**config.mk**
```make
export PLATFORM = sky130hd
export DESIGN_NAME = aod_output_demux
export DESIGN_NICKNAME = d
export VERILOG_FILES = /design/src/design/aod_pkg.sv /design/src/design/aod_output_demux.sv
export VERILOG_INCLUDE_DIRS = /design/src /design/src/design
export SDC_FILE = /design/constraint.sdc
export NUM_CORES = 1
export LEC_CHECK = 0
export BUFFER_PORTS_ARGS = -buffer_cell sky130_fd_sc_hd__buf_2
export CORE_ASPECT_RATIO = 0.7
export CORE_MARGIN = 5
export CORE_UTILIZATION = 56
export CTS_CLUSTER_SIZE = 30
export DETAILED_ROUTE_END_ITERATION = 16
export PLACE_DENSITY = 0.79
export SYNTH_ARGS = -nofsm -noshare
export SYNTH_HDL_FRONTEND = slang
export SYNTH_SLANG_ARGS = --single-unit
```
**constraint.sdc**
```tcl
create_clock -name i_clk -period 6.7 [get_ports i_clk]
set_input_delay 0.335 -clock i_clk [delete_from_list [all_inputs] [get_ports i_clk]]
set_output_delay 0.335 -clock i_clk [all_outputs]
set_load 0.005 [all_outputs]
```
**src/design/aod_defines.svh**
```systemverilog
// Offsets, field positions, reset values and timing counts of the output demultiplexer block.
`ifndef AOD_DEFINES_SVH
`define AOD_DEFINES_SVH

// ----------------------------------------
// Register offsets
// ----------------------------------------
`define AOD_ADDR_W          4
`define AOD_DATA_W          16
`define AOD_OFS_CTRL        4'h0
`define AOD_OFS_FSADJ       4'h1
`define AOD_OFS_IRQ_STAT    4'h2
`define AOD_OFS_IRQ_MASK    4'h3
`define AOD_OFS_STATE       4'h4
`define AOD_OFS_EXT_CFG     4'h9

// ----------------------------------------
// Field positions and reset values
// ----------------------------------------
`define AOD_CTRL_DEMUX_BIT  0
`define AOD_CTRL_DDR_BIT    1
`define AOD_CTRL_CAL_BIT    2
`define AOD_EXT_TRIM_SKIP   0
`define AOD_IRQ_RANGE_BIT   0
`define AOD_IRQ_CAL_BIT     1
`define AOD_IRQ_W           2
`define AOD_CTRL_RST        2'h1
`define AOD_FSADJ_RST       12'h366
`define AOD_FS_LOW_MV       12'h258
`define AOD_FS_HIGH_MV      12'h384

// ----------------------------------------
// Timing
// ----------------------------------------
`define AOD_CLK_PERIOD_NS   10
`define AOD_TRIM_TIME_NS    2000
`define AOD_CORE_TIME_NS    8000
`define AOD_TRIM_CYCLES     ((`AOD_TRIM_TIME_NS + `AOD_CLK_PERIOD_NS - 1) / `AOD_CLK_PERIOD_NS)
`define AOD_CORE_CYCLES     ((`AOD_CORE_TIME_NS + `AOD_CLK_PERIOD_NS - 1) / `AOD_CLK_PERIOD_NS)
`define AOD_CNT_W           12

`endif

```
**src/design/aod_pkg.sv**
```systemverilog
// Types of the output demultiplexer block.
package aod_pkg;

  // ----------------------------------------
  // Calibration sequence states
  // ----------------------------------------
  typedef enum logic [1:0]
  {
    AOD_CAL_IDLE,
    AOD_CAL_TRIM,
    AOD_CAL_CORE
  } aod_cal_state_t;

endpackage

```
**src/design/aod_output_demux.sv**
```systemverilog
// Output demultiplexer, forwarded data strobe, out-of-range flag and calibration gating.
//
// Local design decisions: the placing of the registers and the strobed register port.
`timescale 1ns/1ns
`include "aod_defines.svh"

module aod_output_demux
  import aod_pkg::*;
(
  input  wire logic                     i_clk,
  input  wire logic                     i_rst,
  input  wire logic                     i_sample_clk,
  input  wire logic [7:0]               i_sample_i,
  input  wire logic [7:0]               i_sample_q,
  input  wire logic signed [11:0]       i_analog_level,
  input  wire logic                     i_demux_mode_pin,
  input  wire logic                     i_ddr_mode_pin,
  input  wire logic                     i_full_scale_select_pin,
  input  wire logic                     i_ext_control_enable_pin_n,
  input  wire logic                     i_cal_request_pin,
  input  wire logic [`AOD_ADDR_W-1:0]   i_reg_addr,
  input  wire logic [`AOD_DATA_W-1:0]   i_reg_wdata,
  input  wire logic                     i_reg_write,
  input  wire logic                     i_reg_read,
  output logic      [`AOD_DATA_W-1:0]   o_reg_rdata,
  output logic      [7:0]               o_i_channel_late_bus,
  output logic      [7:0]               o_q_channel_late_bus,
  output logic      [7:0]               o_i_channel_early_bus,
  output logic      [7:0]               o_q_channel_early_bus,
  output logic                          o_early_bus_oe,
  output logic                          o_forwarded_data_strobe,
  output logic                          o_mirror_data_strobe,
  output logic                          o_out_of_range,
  output logic                          o_irq
);

  // ----------------------------------------
  // Input synchronisers
  // ----------------------------------------
  logic [2:0]  sclk_sync_reg;
  logic [7:0]  si_s1_reg, si_s2_reg, sq_s1_reg, sq_s2_reg;
  logic [11:0] lvl_s1_reg, lvl_s2_reg;
  logic [4:0]  pin_s1_reg, pin_s2_reg;
  logic        cal_pin_d_reg;

  always_ff @(posedge i_clk or posedge i_rst)
  begin
    if (i_rst)
    begin
      sclk_sync_reg <= 3'h0;
      si_s1_reg     <= 8'h00;
      si_s2_reg     <= 8'h00;
      sq_s1_reg     <= 8'h00;
      sq_s2_reg     <= 8'h00;
      lvl_s1_reg    <= 12'h000;
      lvl_s2_reg    <= 12'h000;
      pin_s1_reg    <= 5'h08;
      pin_s2_reg    <= 5'h08;
      cal_pin_d_reg <= 1'b0;
    end
    else
    begin
      sclk_sync_reg <= {sclk_sync_reg[1:0], i_sample_clk};
      si_s1_reg     <= i_sample_i;
      si_s2_reg     <= si_s1_reg;
      sq_s1_reg     <= i_sample_q;
      sq_s2_reg     <= sq_s1_reg;
      lvl_s1_reg    <= i_analog_level;
      lvl_s2_reg    <= lvl_s1_reg;
      pin_s1_reg    <= {i_cal_request_pin, i_ext_control_enable_pin_n, i_full_scale_select_pin,
                        i_ddr_mode_pin, i_demux_mode_pin};
      pin_s2_reg    <= pin_s1_reg;
      cal_pin_d_reg <= pin_s2_reg[4];
    end
  end

  wire sample_evt = sclk_sync_reg[1] & ~sclk_sync_reg[2];

  // ----------------------------------------
  // Registers and effective settings
  // ----------------------------------------
  logic [1:0]             ctrl_reg;
  logic [11:0]            fsadj_reg;
  logic                   trim_skip_reg;
  logic [`AOD_IRQ_W-1:0]  irq_stat_reg, irq_mask_reg;
  logic [`AOD_DATA_W-1:0] rdata_reg;
  aod_cal_state_t         cal_state_reg;

  wire ext_active   = ~pin_s2_reg[3];
  wire demux_eff    = ext_active ? ctrl_reg[`AOD_CTRL_DEMUX_BIT] : pin_s2_reg[0];
  wire ddr_sel      = ext_active ? ctrl_reg[`AOD_CTRL_DDR_BIT] : pin_s2_reg[1];
  wire ddr_eff      = ~demux_eff | ddr_sel;
  wire [11:0] fs_pin_mv = pin_s2_reg[2] ? `AOD_FS_HIGH_MV : `AOD_FS_LOW_MV;
  wire [11:0] fs_mv = ext_active ? fsadj_reg : fs_pin_mv;
  wire trimming     = (cal_state_reg == AOD_CAL_TRIM);
  wire calibrating  = (cal_state_reg != AOD_CAL_IDLE);

  wire wr_ctrl   = i_reg_write & (i_reg_addr == `AOD_OFS_CTRL);
  wire wr_fsadj  = i_reg_write & (i_reg_addr == `AOD_OFS_FSADJ);
  wire wr_mask   = i_reg_write & (i_reg_addr == `AOD_OFS_IRQ_MASK);
  wire wr_ext    = i_reg_write & (i_reg_addr == `AOD_OFS_EXT_CFG);
  wire rd_stat   = i_reg_read & (i_reg_addr == `AOD_OFS_IRQ_STAT);
  wire cal_go    = (wr_ctrl & i_reg_wdata[`AOD_CTRL_CAL_BIT]) | (pin_s2_reg[4] & ~cal_pin_d_reg);

  // ----------------------------------------
  // Out-of-range detection
  // ----------------------------------------
  function automatic logic beyond_half(input logic [11:0] lvl, input logic [11:0] fs);
    logic [12:0] mag;
    mag = lvl[11] ? (13'h0000 - {lvl[11], lvl}) : {1'b0, lvl};
    return ({mag[11:0], 1'b0} > {1'b0, fs});
  endfunction

  wire over_range = beyond_half(lvl_s2_reg, fs_mv);

  // ----------------------------------------
  // Demultiplexer and strobe
  // ----------------------------------------
  logic       phase_reg, strobe_reg, oe_reg, or_reg;
  logic [7:0] hold_i_reg, hold_q_reg, late_i_reg, late_q_reg, early_i_reg, early_q_reg;

  wire out_evt   = sample_evt & ~trimming;
  wire pair_done = demux_eff & phase_reg;
  wire word_upd  = out_evt & (pair_done | ~demux_eff);
  wire strobe_next = ~demux_eff ? ~strobe_reg :
                     ~ddr_eff   ? phase_reg :
                     pair_done  ? ~strobe_reg : strobe_reg;

  always_ff @(posedge i_clk or posedge i_rst)
  begin
    if (i_rst)
    begin
      phase_reg  <= 1'b0;
      strobe_reg <= 1'b0;
      oe_reg     <= 1'b0;
      or_reg     <= 1'b0;
    end
    else
    begin
      oe_reg <= demux_eff;
      if (out_evt)
      begin
        phase_reg  <= demux_eff & ~phase_reg;
        strobe_reg <= strobe_next;
        or_reg     <= over_range;
      end
    end
  end

  always_ff @(posedge i_clk or posedge i_rst)
  begin
    if (i_rst)
    begin
      hold_i_reg  <= 8'h00;
      hold_q_reg  <= 8'h00;
      late_i_reg  <= 8'h00;
      late_q_reg  <= 8'h00;
      early_i_reg <= 8'h00;
      early_q_reg <= 8'h00;
    end
    else
    begin
      if (out_evt)
      begin
        hold_i_reg <= si_s2_reg;
        hold_q_reg <= sq_s2_reg;
      end
      if (word_upd)
      begin
        late_i_reg  <= si_s2_reg;
        late_q_reg  <= sq_s2_reg;
        early_i_reg <= hold_i_reg;
        early_q_reg <= hold_q_reg;
      end
    end
  end

  assign o_i_channel_late_bus    = late_i_reg;
  assign o_q_channel_late_bus    = late_q_reg;
  assign o_i_channel_early_bus   = early_i_reg;
  assign o_q_channel_early_bus   = early_q_reg;
  assign o_early_bus_oe          = oe_reg;
  assign o_forwarded_data_strobe = strobe_reg;
  assign o_mirror_data_strobe    = strobe_reg;
  assign o_out_of_range          = or_reg;

  // ----------------------------------------
  // Calibration sequence
  // ----------------------------------------
  logic [`AOD_CNT_W-1:0] cal_cnt_reg;
  logic                  first_done_reg;

  wire cal_last = (cal_cnt_reg == `AOD_CNT_W'(1));
  wire skip_trim = trim_skip_reg & first_done_reg;
  wire cal_end   = (cal_state_reg == AOD_CAL_CORE) & cal_last;

  always_ff @(posedge i_clk or posedge i_rst)
  begin
    if (i_rst)
    begin
      cal_state_reg  <= AOD_CAL_TRIM;
      cal_cnt_reg    <= `AOD_CNT_W'(`AOD_TRIM_CYCLES);
      first_done_reg <= 1'b0;
    end
    else
    begin
      case (cal_state_reg)
        AOD_CAL_IDLE:
          if (cal_go)
          begin
            cal_state_reg <= skip_trim ? AOD_CAL_CORE : AOD_CAL_TRIM;
            cal_cnt_reg   <= skip_trim ? `AOD_CNT_W'(`AOD_CORE_CYCLES) : `AOD_CNT_W'(`AOD_TRIM_CYCLES);
          end
        AOD_CAL_TRIM:
          if (cal_last)
          begin
            cal_state_reg <= AOD_CAL_CORE;
            cal_cnt_reg   <= `AOD_CNT_W'(`AOD_CORE_CYCLES);
          end
          else
            cal_cnt_reg <= cal_cnt_reg - `AOD_CNT_W'(1);
        AOD_CAL_CORE:
          if (cal_last)
          begin
            cal_state_reg  <= AOD_CAL_IDLE;
            first_done_reg <= 1'b1;
          end
          else
            cal_cnt_reg <= cal_cnt_reg - `AOD_CNT_W'(1);
        default:
          cal_state_reg <= AOD_CAL_IDLE;
      endcase
    end
  end

  // ----------------------------------------
  // Register file and interrupt
  // ----------------------------------------
  logic or_d_reg;
  wire [`AOD_IRQ_W-1:0] irq_evt = {cal_end, or_reg & ~or_d_reg};
  wire [`AOD_DATA_W-1:0] state_word = {11'h000, ddr_eff, demux_eff, ext_active, trimming, calibrating};
  wire [`AOD_DATA_W-1:0] rdata_next =
    (i_reg_addr == `AOD_OFS_CTRL)     ? {14'h0000, ctrl_reg} :
    (i_reg_addr == `AOD_OFS_FSADJ)    ? {4'h0, fsadj_reg} :
    (i_reg_addr == `AOD_OFS_IRQ_STAT) ? {14'h0000, irq_stat_reg} :
    (i_reg_addr == `AOD_OFS_IRQ_MASK) ? {14'h0000, irq_mask_reg} :
    (i_reg_addr == `AOD_OFS_STATE)    ? state_word :
    (i_reg_addr == `AOD_OFS_EXT_CFG)  ? {15'h0000, trim_skip_reg} : 16'h0000;

  always_ff @(posedge i_clk or posedge i_rst)
  begin
    if (i_rst)
    begin
      ctrl_reg      <= `AOD_CTRL_RST;
      fsadj_reg     <= `AOD_FSADJ_RST;
      trim_skip_reg <= 1'b0;
      irq_mask_reg  <= 2'h0;
      irq_stat_reg  <= 2'h0;
      or_d_reg      <= 1'b0;
      rdata_reg     <= 16'h0000;
    end
    else
    begin
      or_d_reg  <= or_reg;
      rdata_reg <= i_reg_read ? rdata_next : 16'h0000;
      if (wr_ctrl)
        ctrl_reg <= i_reg_wdata[1:0];
      if (wr_fsadj)
        fsadj_reg <= i_reg_wdata[11:0];
      if (wr_mask)
        irq_mask_reg <= i_reg_wdata[1:0];
      if (wr_ext)
        trim_skip_reg <= i_reg_wdata[`AOD_EXT_TRIM_SKIP];
      irq_stat_reg <= (rd_stat ? 2'h0 : irq_stat_reg) | irq_evt;
    end
  end

  assign o_reg_rdata = rdata_reg;
  assign o_irq       = |(irq_stat_reg & irq_mask_reg);

  // ----------------------------------------
  // Assertions
  // ----------------------------------------
  logic [7:0] last_i_reg, cur_i_reg;
  logic       trim_seen_reg;

  always_ff @(posedge i_clk or posedge i_rst)
  begin
    if (i_rst)
    begin
      last_i_reg    <= 8'h00;
      cur_i_reg     <= 8'h00;
      trim_seen_reg <= 1'b0;
    end
    else
    begin
      if (out_evt)
      begin
        last_i_reg <= cur_i_reg;
        cur_i_reg  <= si_s2_reg;
      end
      if (trimming)
        trim_seen_reg <= 1'b1;
    end
  end
endmodule

```
==> results of run 1 <==
==> synth_stat cells, drive strengths merged, types with 8 or more instances <==
cell	instances	area share [%]
nand3	8	0.68
ha	17	3.2
xnor2	9	1.2
o21ai	30	2.3
a21oi	13	0.98
dfstp	13	5.2
nand2	28	1.6
dfrtp	156	59
clkbuf	13	0.74
mux2	65	11
inv	16	0.91
buf	8	0.87
nand2b	13	1.2
nor2	12	0.68
and3	10	0.94
==> power groups by stage <==
stage	Clock (uW)	Sequential, uW	Combinational, uW
detailed placement	0	1250	319
CTS	966	1240	323
floorplan	0	1240	188
finish	948	1240	318
global route	1010	1250	361
global placement	0	1240	308
==> layout make-up <==
| class | count | area share, % |
|---|---|---|
| clock buffer | 18 | 5.55 |
| clock inverter | 14 | 1.80 |
| inverter | 16 | 0.823 |
| multi-input combinational | 286 | 28.4 |
| sequential | 169 | 53.7 |
| tap | 157 | 2.48 |
| timing repair buffer | 109 | 7.28 |
==> through the flow <==
stage | instance area (um2) | total power (uW) | util (%) | std cells
final | 7910 | 2500 | 67.9 | 769
after CTS | 7870 | 2520 | 67.6 | 765
after global routing | 7910 | 2630 | 67.9 | 769
after global placement | 7280 | 1550 | 62.5 | 732
after floorplan | 6640 | 1420 | - | 492
after detailed placement | 7280 | 1570 | 62.5 | 732
==> logic make-up (layout without fill, tap and decap cells) <==
logic type      count (synthesis)  after routing  synth area share, %
compound gates                 82             82                 8.15
xor+xnor                        9              9                 1.19
fa+ha+maj                      17             17                 3.21
buf+inv                        37            157                 2.51
flops                         169            169                 64.0
mux                            71             71                 12.1
other cells                     1              4               0.0566
simple gates                  103            103                 8.70
==> worst min-delay path by stage <==
stage / startpoint / end / slack [ns] / cells past startpoint
finish: i_sample_q[4] / sq_s1_reg[4] / 0.02 / 1
floorplan: lvl_s1_reg[0] / lvl_s2_reg[0] / 0.33 / 0
detailed placement: si_s1_reg[6] / si_s2_reg[6] / 0.33 / 0
global route: i_sample_i[3] / si_s1_reg[3] / 0.0004 / 1
CTS: i_sample_i[2] / si_s1_reg[2] / 0.00002 / 1
global placement: sq_s1_reg[0] / sq_s2_reg[0] / 0.33 / 0
==> metal layers <==
metal  global-route usage (%)  part of all wire [%]
met1                     26.3                    44
met2                     30.7                    46
met3                     6.88                   8.1
met4                     6.03                   1.4
met5                        0                     0
==> flow_summary.yaml, run 1 <==
outcome:
  outcome: "complete, no violations"
final_layout:
  nets: 674
  regArea_um2: 4250
  drive_gt1_share_pct: 36.6
  mostFrequentLayoutCell: "dfrtp_1"
  n_antenna_cell: 0
  fillers: 836
  multi_input_area_um2: 2250
  area_growth_pct: 19.3
  layout_common_cells: "156 x dfrtp_1, 102 x buf_2, 65 x mux2_2, 29 x o21ai_0, 28 x nand2_1"
grt:
  grt-ovfl-total: 0
  grt_max_degree: 92
  grt_pass1_vias: 4357
  grt_pass1_wl_um: 21800
  antenna_found_initial: 0
  grtUsageTotal_pct: 19.6
timing:
  slew_headroom_pct: 23.0
  drv_slew: 0
  period_needed_ns: 2.89
  final.period_utilization_pct: 43.1
  hold_viol: 0
  worst_pin_slew_ns: 1.14
  setup_violations: 0
  finalSetupTns_ns: 0
  grt_setup_unrepaired: "no"
  layout_setup_ws_ns: 3.81
  fmax_mhz: 346
  finClkSkew_ns: 0.00847
  fin_hold_ws_ns: 0.0157
worst_setup_path:
  rr_worst_depth: 10
  critPathMaxFanout: 4
  cp.arrival_ns: 3.18
  crit_cells: 10
  crit_buf_inv: 0
  start_kind: "register"
  startpoint: "lvl_s2_reg[0]"
  critical-path-slowest-cell: "or3b_1"
  endpoint: "o_out_of_range"
  required_ns: 6.99
  rrSetupSlack_ns: 3.81
  crit_top_cell: "o31ai_1"
  crit_path_end_kind: "register"
  cp_top_family: "simple AND/OR/NAND/NOR gates"
  path_class: "register to register"
  path_cells: "or3_1, or3b_1, o31ai_1, xnor2_1, ha_1, nand3_1, nor3_1, o41ai_1, o31ai_1, o22ai_1"
  cpPeakStageDelay_ns: 0.46
  timing.rr.start: "lvl_s2_reg[0]"
  rr_endpoint: "o_out_of_range"
routing:
  drc: 0
  wl_per_cell_um: 16.9
  avgViaCountPerCell: 5.51
  wl_um: 13000
  vias: 4238
  drt-initial-drc-count: 383
  firstDrtPassIters: 8
  antenna_left: 0
die:
  ios: 111
  rows: 33
  coreArea_um2: 11600
  dieWidth_um: 140
  die_area_um2: 14100
  start_util_pct: 56.9
  dieHeight_um: 101
synth:
  async_flop_share_pct: 100
  syn_area_um2: 6630
  netlist_instances: 489
  synth_ff_type: "dfrtp_1"
  synth-edff-count: 0
  avgSynthCellArea_um2: 13.6
  ys_ff_latch: 169
  synth.distinct_cells: 58
  ys_seq_area_share_pct: 64.0
  ys.warnings.count: 0
place:
  dp_slack_ns: 3.87
  gp_congestion: 0.879
  dp_hpwl_um: 8790
  port_buffers: 102
clocking:
  cts_hold_buf: 1
  insertion_delay_ns: 0.42
  cts_tree: "built"
  cts_resized: 0
  htree_num_levels: 4
  numCtsBuffers: 17
  root_buffer: "clkbuf_16"
  clk_pin_slew_ns: 0.07
  post-cts-setup-buffers: 0
  cts_buffer_depth: 2
  cts.sinks: 169
power:
  powerDensity_nw_per_um2: 316
  leakage_uw: 0.00367
  pwr-share-seq_pct: 49.4
  swShare_pct: 26.6
  pwr-share-clk_pct: 37.9
  max-vdd-ir-drop_uv: 228
  p_comb_share_pct: 12.7
  power.internal_uw: 1840
  switching_power_uw: 666
job:
  max_cap_viol_count: 0
min_path:
  hp-class: "primary input to register"
(Power assumes the default switching activity.)
==> inputs of run 2 (changes only) <==
==> constraint.sdc (replaced) <==
create_clock -name i_clk -period 2.7 [get_ports i_clk]
set_input_delay 0.135 -clock i_clk [delete_from_list [all_inputs] [get_ports i_clk]]
set_output_delay 0.135 -clock i_clk [all_outputs]
set_load 0.005 [all_outputs]
==> run 2 against run 1 <==
Compared with the run above: the flow now finishes with violations (setup timing); sequential share of layout area decreased by 3.6 points; via count increased by 5.3%; clock skew increased by 0.0030 ns; die area unchanged; sequential cell count unchanged; setup slack got worse by 3.9 ns; critical path depth increased by 1; largest cell class unchanged; largest power group unchanged; highest routed layer unchanged.
==> flow_summary.yaml, run 2 (synthesis gave the netlist of run 1 again) <==
routing:
  drt-initial-drc-count: 254
  wl_per_cell_um: 18.1
  vias: 4463
  antenna_left: 0
  firstDrtPassIters: 4
  avgViaCountPerCell: 5.47
  wl_um: 14700
  drc: 0
power:
  max-vdd-ir-drop_uv: 509
  powerDensity_nw_per_um2: 748
  leakage_uw: 0.00393
clocking:
  root_buffer: "clkbuf_16"
  clk_pin_slew_ns: 0.06
  cts_tree: "built"
  numCtsBuffers: 17
  insertion_delay_ns: 0.42
  cts_buffer_depth: 2
  htree_num_levels: 4
  cts.sinks: 169
worst_setup_path:
  critical-path-slowest-cell: "or3b_4"
  cp.arrival_ns: 3.06
  crit_buf_inv: 1
  crit_path_end_kind: "register"
  crit_top_cell: "nand2_1"
  start_kind: "register"
  cp_top_family: "simple AND/OR/NAND/NOR gates"
  required_ns: 2.98
  cpPeakStageDelay_ns: 0.41
  path_cells: "or3_4, or3b_4, buf_4, nand2_1, xnor2_1, ha_1, nand2_1, nor3_4, o41ai_2, o31ai_1, o22ai_1"
  critPathMaxFanout: 3
  path_class: "register to register"
timing:
  fin_hold_ws_ns: 0.0274
  layout_setup_ws_ns: -0.0827
  slew_headroom_pct: 39.8
  fmax_mhz: 359
  finClkSkew_ns: 0.0115
  hold_viol: 0
  grt_setup_unrepaired: "yes"
  worst_pin_slew_ns: 0.901
  period_needed_ns: 2.78
  final.period_utilization_pct: 103
  setup_violations: 1
  drv_slew: 0
final_layout:
  nets: 721
  fillers: 754
  multi_input_area_um2: 2330
  layout_common_cells: "156 x dfrtp_1, 102 x buf_2, 65 x mux2_2, 45 x dlygate4sd3_1, 28 x nand2_1"
  n_antenna_cell: 0
  regArea_um2: 4250
  fin_area_um2: 8480
  drive_gt1_share_pct: 36.9
  utilization_pct: 72.9
  area_growth_pct: 28.0
  mostFrequentLayoutCell: "dfrtp_1"
die:
  coreArea_um2: 11600
  die_area_um2: 14100
  rows: 33
  start_util_pct: 56.9
  dieHeight_um: 101
  ios: 111
  dieWidth_um: 140
grt:
  grt_pass1_wl_um: 24600
  antenna_found_initial: 0
  grtUsageTotal_pct: 22.0
  grt_pass1_vias: 4742
  grt_max_degree: 49
  grt-ovfl-total: 0
place:
  port_buffers: 102
  placed_area_um2: 7370
  dp_slack_ns: -0.190
  gp_congestion: 0.840
  dp_hpwl_um: 9420
outcome:
  outcome: "complete, but fails checks"
  violations: "setup timing"
min_path:
  hp-class: "primary input to register"
job:
  max_cap_viol_count: 0
## run 2: worst reg2reg max path: stages (launching register included)
cell and delay (ns):
dfrtp_1 0.39, or3_4 0.40, or3b_4 0.41, buf_4 0.16, nand2_1 0.08, xnor2_1 0.08, ha_1 0.31, nand2_1 0.11
nor3_4 0.19, o41ai_2 0.13, o31ai_1 0.29, o22ai_1 0.13
## run 2: routing by layer
metal | GRT usage (%) | wire [um] | vias to the layer above
met5 | 0 | 0 | -
met2 | 36.4 | 7160 | 160
met1 | 29.2 | 6460 | 2245
met4 | 5.06 | 95 | 0
met3 | 6.69 | 1010 | 9
li1 | - | - | 2049
## run 2: stage by stage
| step | std cells | power [uW] | TNS, ns |
|---|---|---|---|
| 2_1_floorplan | 492 | 3530 | 0 |
| 3_3_place_gp | 739 | 3870 | 0 |
| 3_5_place_dp | 739 | 3920 | -0.190 |
| 4_1_cts | 816 | 6370 | 0 |
| 5_1_grt | 816 | 6640 | -0.146 |
| 6_report | 816 | 6350 | -0.0827 |
## run 2: layout make-up
| cell class | instances | area share [%] |
|---|---|---|
| sequential | 169 | 50.0 |
| multi-input combinational | 286 | 27.4 |
| timing repair buffer | 156 | 12.6 |
| clock buffer | 17 | 5.01 |
| tap | 157 | 2.32 |
| clock inverter | 15 | 1.84 |
| inverter | 16 | 0.752 |
## run 2: where the power goes
part           total, uW  switching (uW)  internal, uW
combinational        870             388           482
clock               2390            1070          1310
sequential          3090             221          2870
## run 2: path summary, 6_finish.rpt
| path | endpoint | cells after the start | slack, ns | startpoint |
|---|---|---|---|---|
| max | o_out_of_range | 11 | -0.08 | lvl_s2_reg[1] |
| min | ctrl_reg[1] | 2 | 0.03 | i_reg_wdata[1] |
| max reg2reg | o_out_of_range | 11 | -0.08 | lvl_s2_reg[1] |
| min reg2reg | pin_s2_reg[2] | 0 | 0.35 | pin_s1_reg[2] |
| max in group asynchronous | cal_cnt_reg[3] | 4 | 1.44 | i_rst |
| min in group asynchronous | o_i_channel_early_bus[1] | 3 | 0.47 | i_rst |
## run 2: repair_timing
action	in CTS	in global routing
gates resized for setup	9	10
endpoints found under the setup margin	1	1
pin swaps	2	9
setup buffers	0	0
endpoints found under the hold margin	81	0
hold buffers	45	0
==> inputs of run 3 (changes only) <==
--- a/config.mk
+++ b/config.mk
@@ -9,10 +9,11 @@
 export BUFFER_PORTS_ARGS = -buffer_cell sky130_fd_sc_hd__buf_2
 export CORE_ASPECT_RATIO = 0.7
 export CORE_MARGIN = 5
-export CORE_UTILIZATION = 56
+export CORE_UTILIZATION = 58
+export CTS_BUF_LIST = sky130_fd_sc_hd__clkbuf_2
 export CTS_CLUSTER_SIZE = 30
 export DETAILED_ROUTE_END_ITERATION = 16
-export PLACE_DENSITY = 0.79
+export PLACE_DENSITY = 0.82
 export SYNTH_ARGS = -nofsm -noshare
 export SYNTH_HDL_FRONTEND = slang
 export SYNTH_SLANG_ARGS = --single-unit
==> run 3 against run 2 <==
Compared with the run above: the run now ends clean; sequential power about the same; design area is 2.6% lower; global-route usage decreased by 0.76 points; sequential share of layout area rose by 1.3 points; first-iteration DRC count up 22%; wire length shrank 5.6%; utilization increased by 1.6 points; die area decreased by 3.2%.
==> flow_summary.yaml, run 3 (synthesis gave the netlist of run 1 again) <==
outcome:
  outcome: "complete, no violations"
routing:
  wl_per_cell_um: 16.8
  drt-initial-drc-count: 309
  antenna_left: 0
  vias: 4428
  firstDrtPassIters: 5
  avgViaCountPerCell: 5.34
  wl_um: 13900
  drc: 0
place:
  gp_congestion: 0.853
  port_buffers: 102
  dp_hpwl_um: 8960
final_layout:
  mostFrequentLayoutCell: "dfrtp_1"
  layout_common_cells: "156 x dfrtp_1, 102 x buf_2, 65 x mux2_2, 64 x dlygate4sd3_1, 28 x nand2_1"
  nets: 738
  n_antenna_cell: 0
  drive_gt1_share_pct: 35.4
  area_growth_pct: 24.6
  utilization_pct: 74.5
die:
  die_area_um2: 13700
  ios: 111
  start_util_pct: 59.8
  dieWidth_um: 138
  coreArea_um2: 11100
  dieHeight_um: 99.4
  rows: 32
clocking:
  cts_buffer_depth: 2
  clk_pin_slew_ns: 0.25
  insertion_delay_ns: 0.69
  cts_tree: "built"
  post-cts-setup-buffers: 0
  htree_num_levels: 4
  root_buffer: "clkbuf_2"
  numCtsBuffers: 17
  cts.sinks: 169
worst_setup_path:
  required_ns: 3.32
  cp.arrival_ns: 3.31
  path_class: "register to register"
  start_kind: "register"
  crit_path_end_kind: "register"
  critPathMaxFanout: 3
timing:
  hold_viol: 0
  final.period_utilization_pct: 99.8
  period_needed_ns: 2.69
  slew_headroom_pct: 44.8
  drv_slew: 0
  finalSetupTns_ns: 0
  finClkSkew_ns: 0.0316
  setup_violations: 0
  grt_setup_unrepaired: "yes"
  fmax_mhz: 371
  worst_pin_slew_ns: 0.828
power:
  max-vdd-ir-drop_uv: 620
  leakage_uw: 0.00381
  p_total_uw: 5220
  powerDensity_nw_per_um2: 631
grt:
  grt_max_degree: 170
  grt_pass1_wl_um: 22700
  grtUsageTotal_pct: 21.3
  antenna_found_initial: 0
  grt_pass1_vias: 4682
  grt-ovfl-total: 0
job:
  max_cap_viol_count: 0
min_path:
  hp-class: "primary input to register"
## run 3: cell count changes in the layout (fill, tap and decap cells not counted), sizes merged
cell         before  now
clkinvlp          1    3
dlygate4sd3      45   64
clkbuf           17   18
buf             111  109
inv              24   21
## run 3: where the power goes
part / internal [uW] / switching, uW / leakage, uW
Combinational: 498 / 396 / 0.00169
Clock: 357 / 891 / 0.000136
Sequential: 2870 / 206 / 0.00199
Total: 3720 / 1490 / 0.00381
## run 3: path summary, 6_finish.rpt
check | from | endpoint | slack [ns] | cells after the start
setup / recovery | lvl_s2_reg[1] | o_out_of_range | 0.005 | 11
hold / removal | i_sample_i[7] | si_s1_reg[7] | 0.07 | 2
setup reg to reg | lvl_s2_reg[1] | o_out_of_range | 0.005 | 11
hold reg to reg | si_s1_reg[1] | si_s2_reg[1] | 0.37 | 0
max in group asynchronous | i_rst | fsadj_reg[4] | 1.86 | 4
min in group asynchronous | i_rst | lvl_s1_reg[6] | 0.27 | 4
## run 3: stage by stage
step | worst slack [ns] | std cells | hold WS, ns | area, um2
floorplan | 0.115 | 492 | 0.139 | 6640
global placement | 0.0649 | 733 | 0.242 | 7320
detailed placement | -0.323 | 733 | 0.244 | 7320
CTS | 0.00546 | 821 | 0.000585 | 8170
global route | -0.0573 | 829 | 0.00103 | 8260
finish | 0.00514 | 829 | 0.0675 | 8260
## run 3: worst max-delay path: stages (launching register included)
cell	delay, ns
dfrtp_1	0.43
or3_4	0.39
or3b_4	0.40
buf_4	0.16
nand2_1	0.08
xnor2_1	0.08
ha_1	0.29
nand2_1	0.08
nor3_2	0.21
o41ai_2	0.13
o2111a_1	0.27
o22ai_2	0.12
## run 3: layer usage
layer | GRT usage [%] | vias to the layer above | part of all wire, %
li1 | - | 2084 | -
met1 | 28.8 | 2171 | 43
met2 | 34.0 | 155 | 48
met3 | 5.92 | 18 | 7.2
met4 | 6.30 | 0 | 1.4
met5 | 0 | - | 0
## run 3: cell type report
type / instances / area, um2
clock buffers: 18 / 90.1
clock inverters: 14 / 135
fillers: 731 / 2830
inverters: 16 / 63.8
multi-input cells: 286 / 2320
flip-flops and latches: 169 / 4250
well taps: 153 / 191
repair buffers: 173 / 1220
## run 3: what timing repair did
| item | in CTS | in global routing |
|---|---|---|
| hold endpoints to repair | 222 | 8 |
| gates resized for setup | 15 | 1 |
| pin swaps | 8 | 0 |
| setup endpoints to repair | 1 | 1 |
| hold buffers | 56 | 8 |
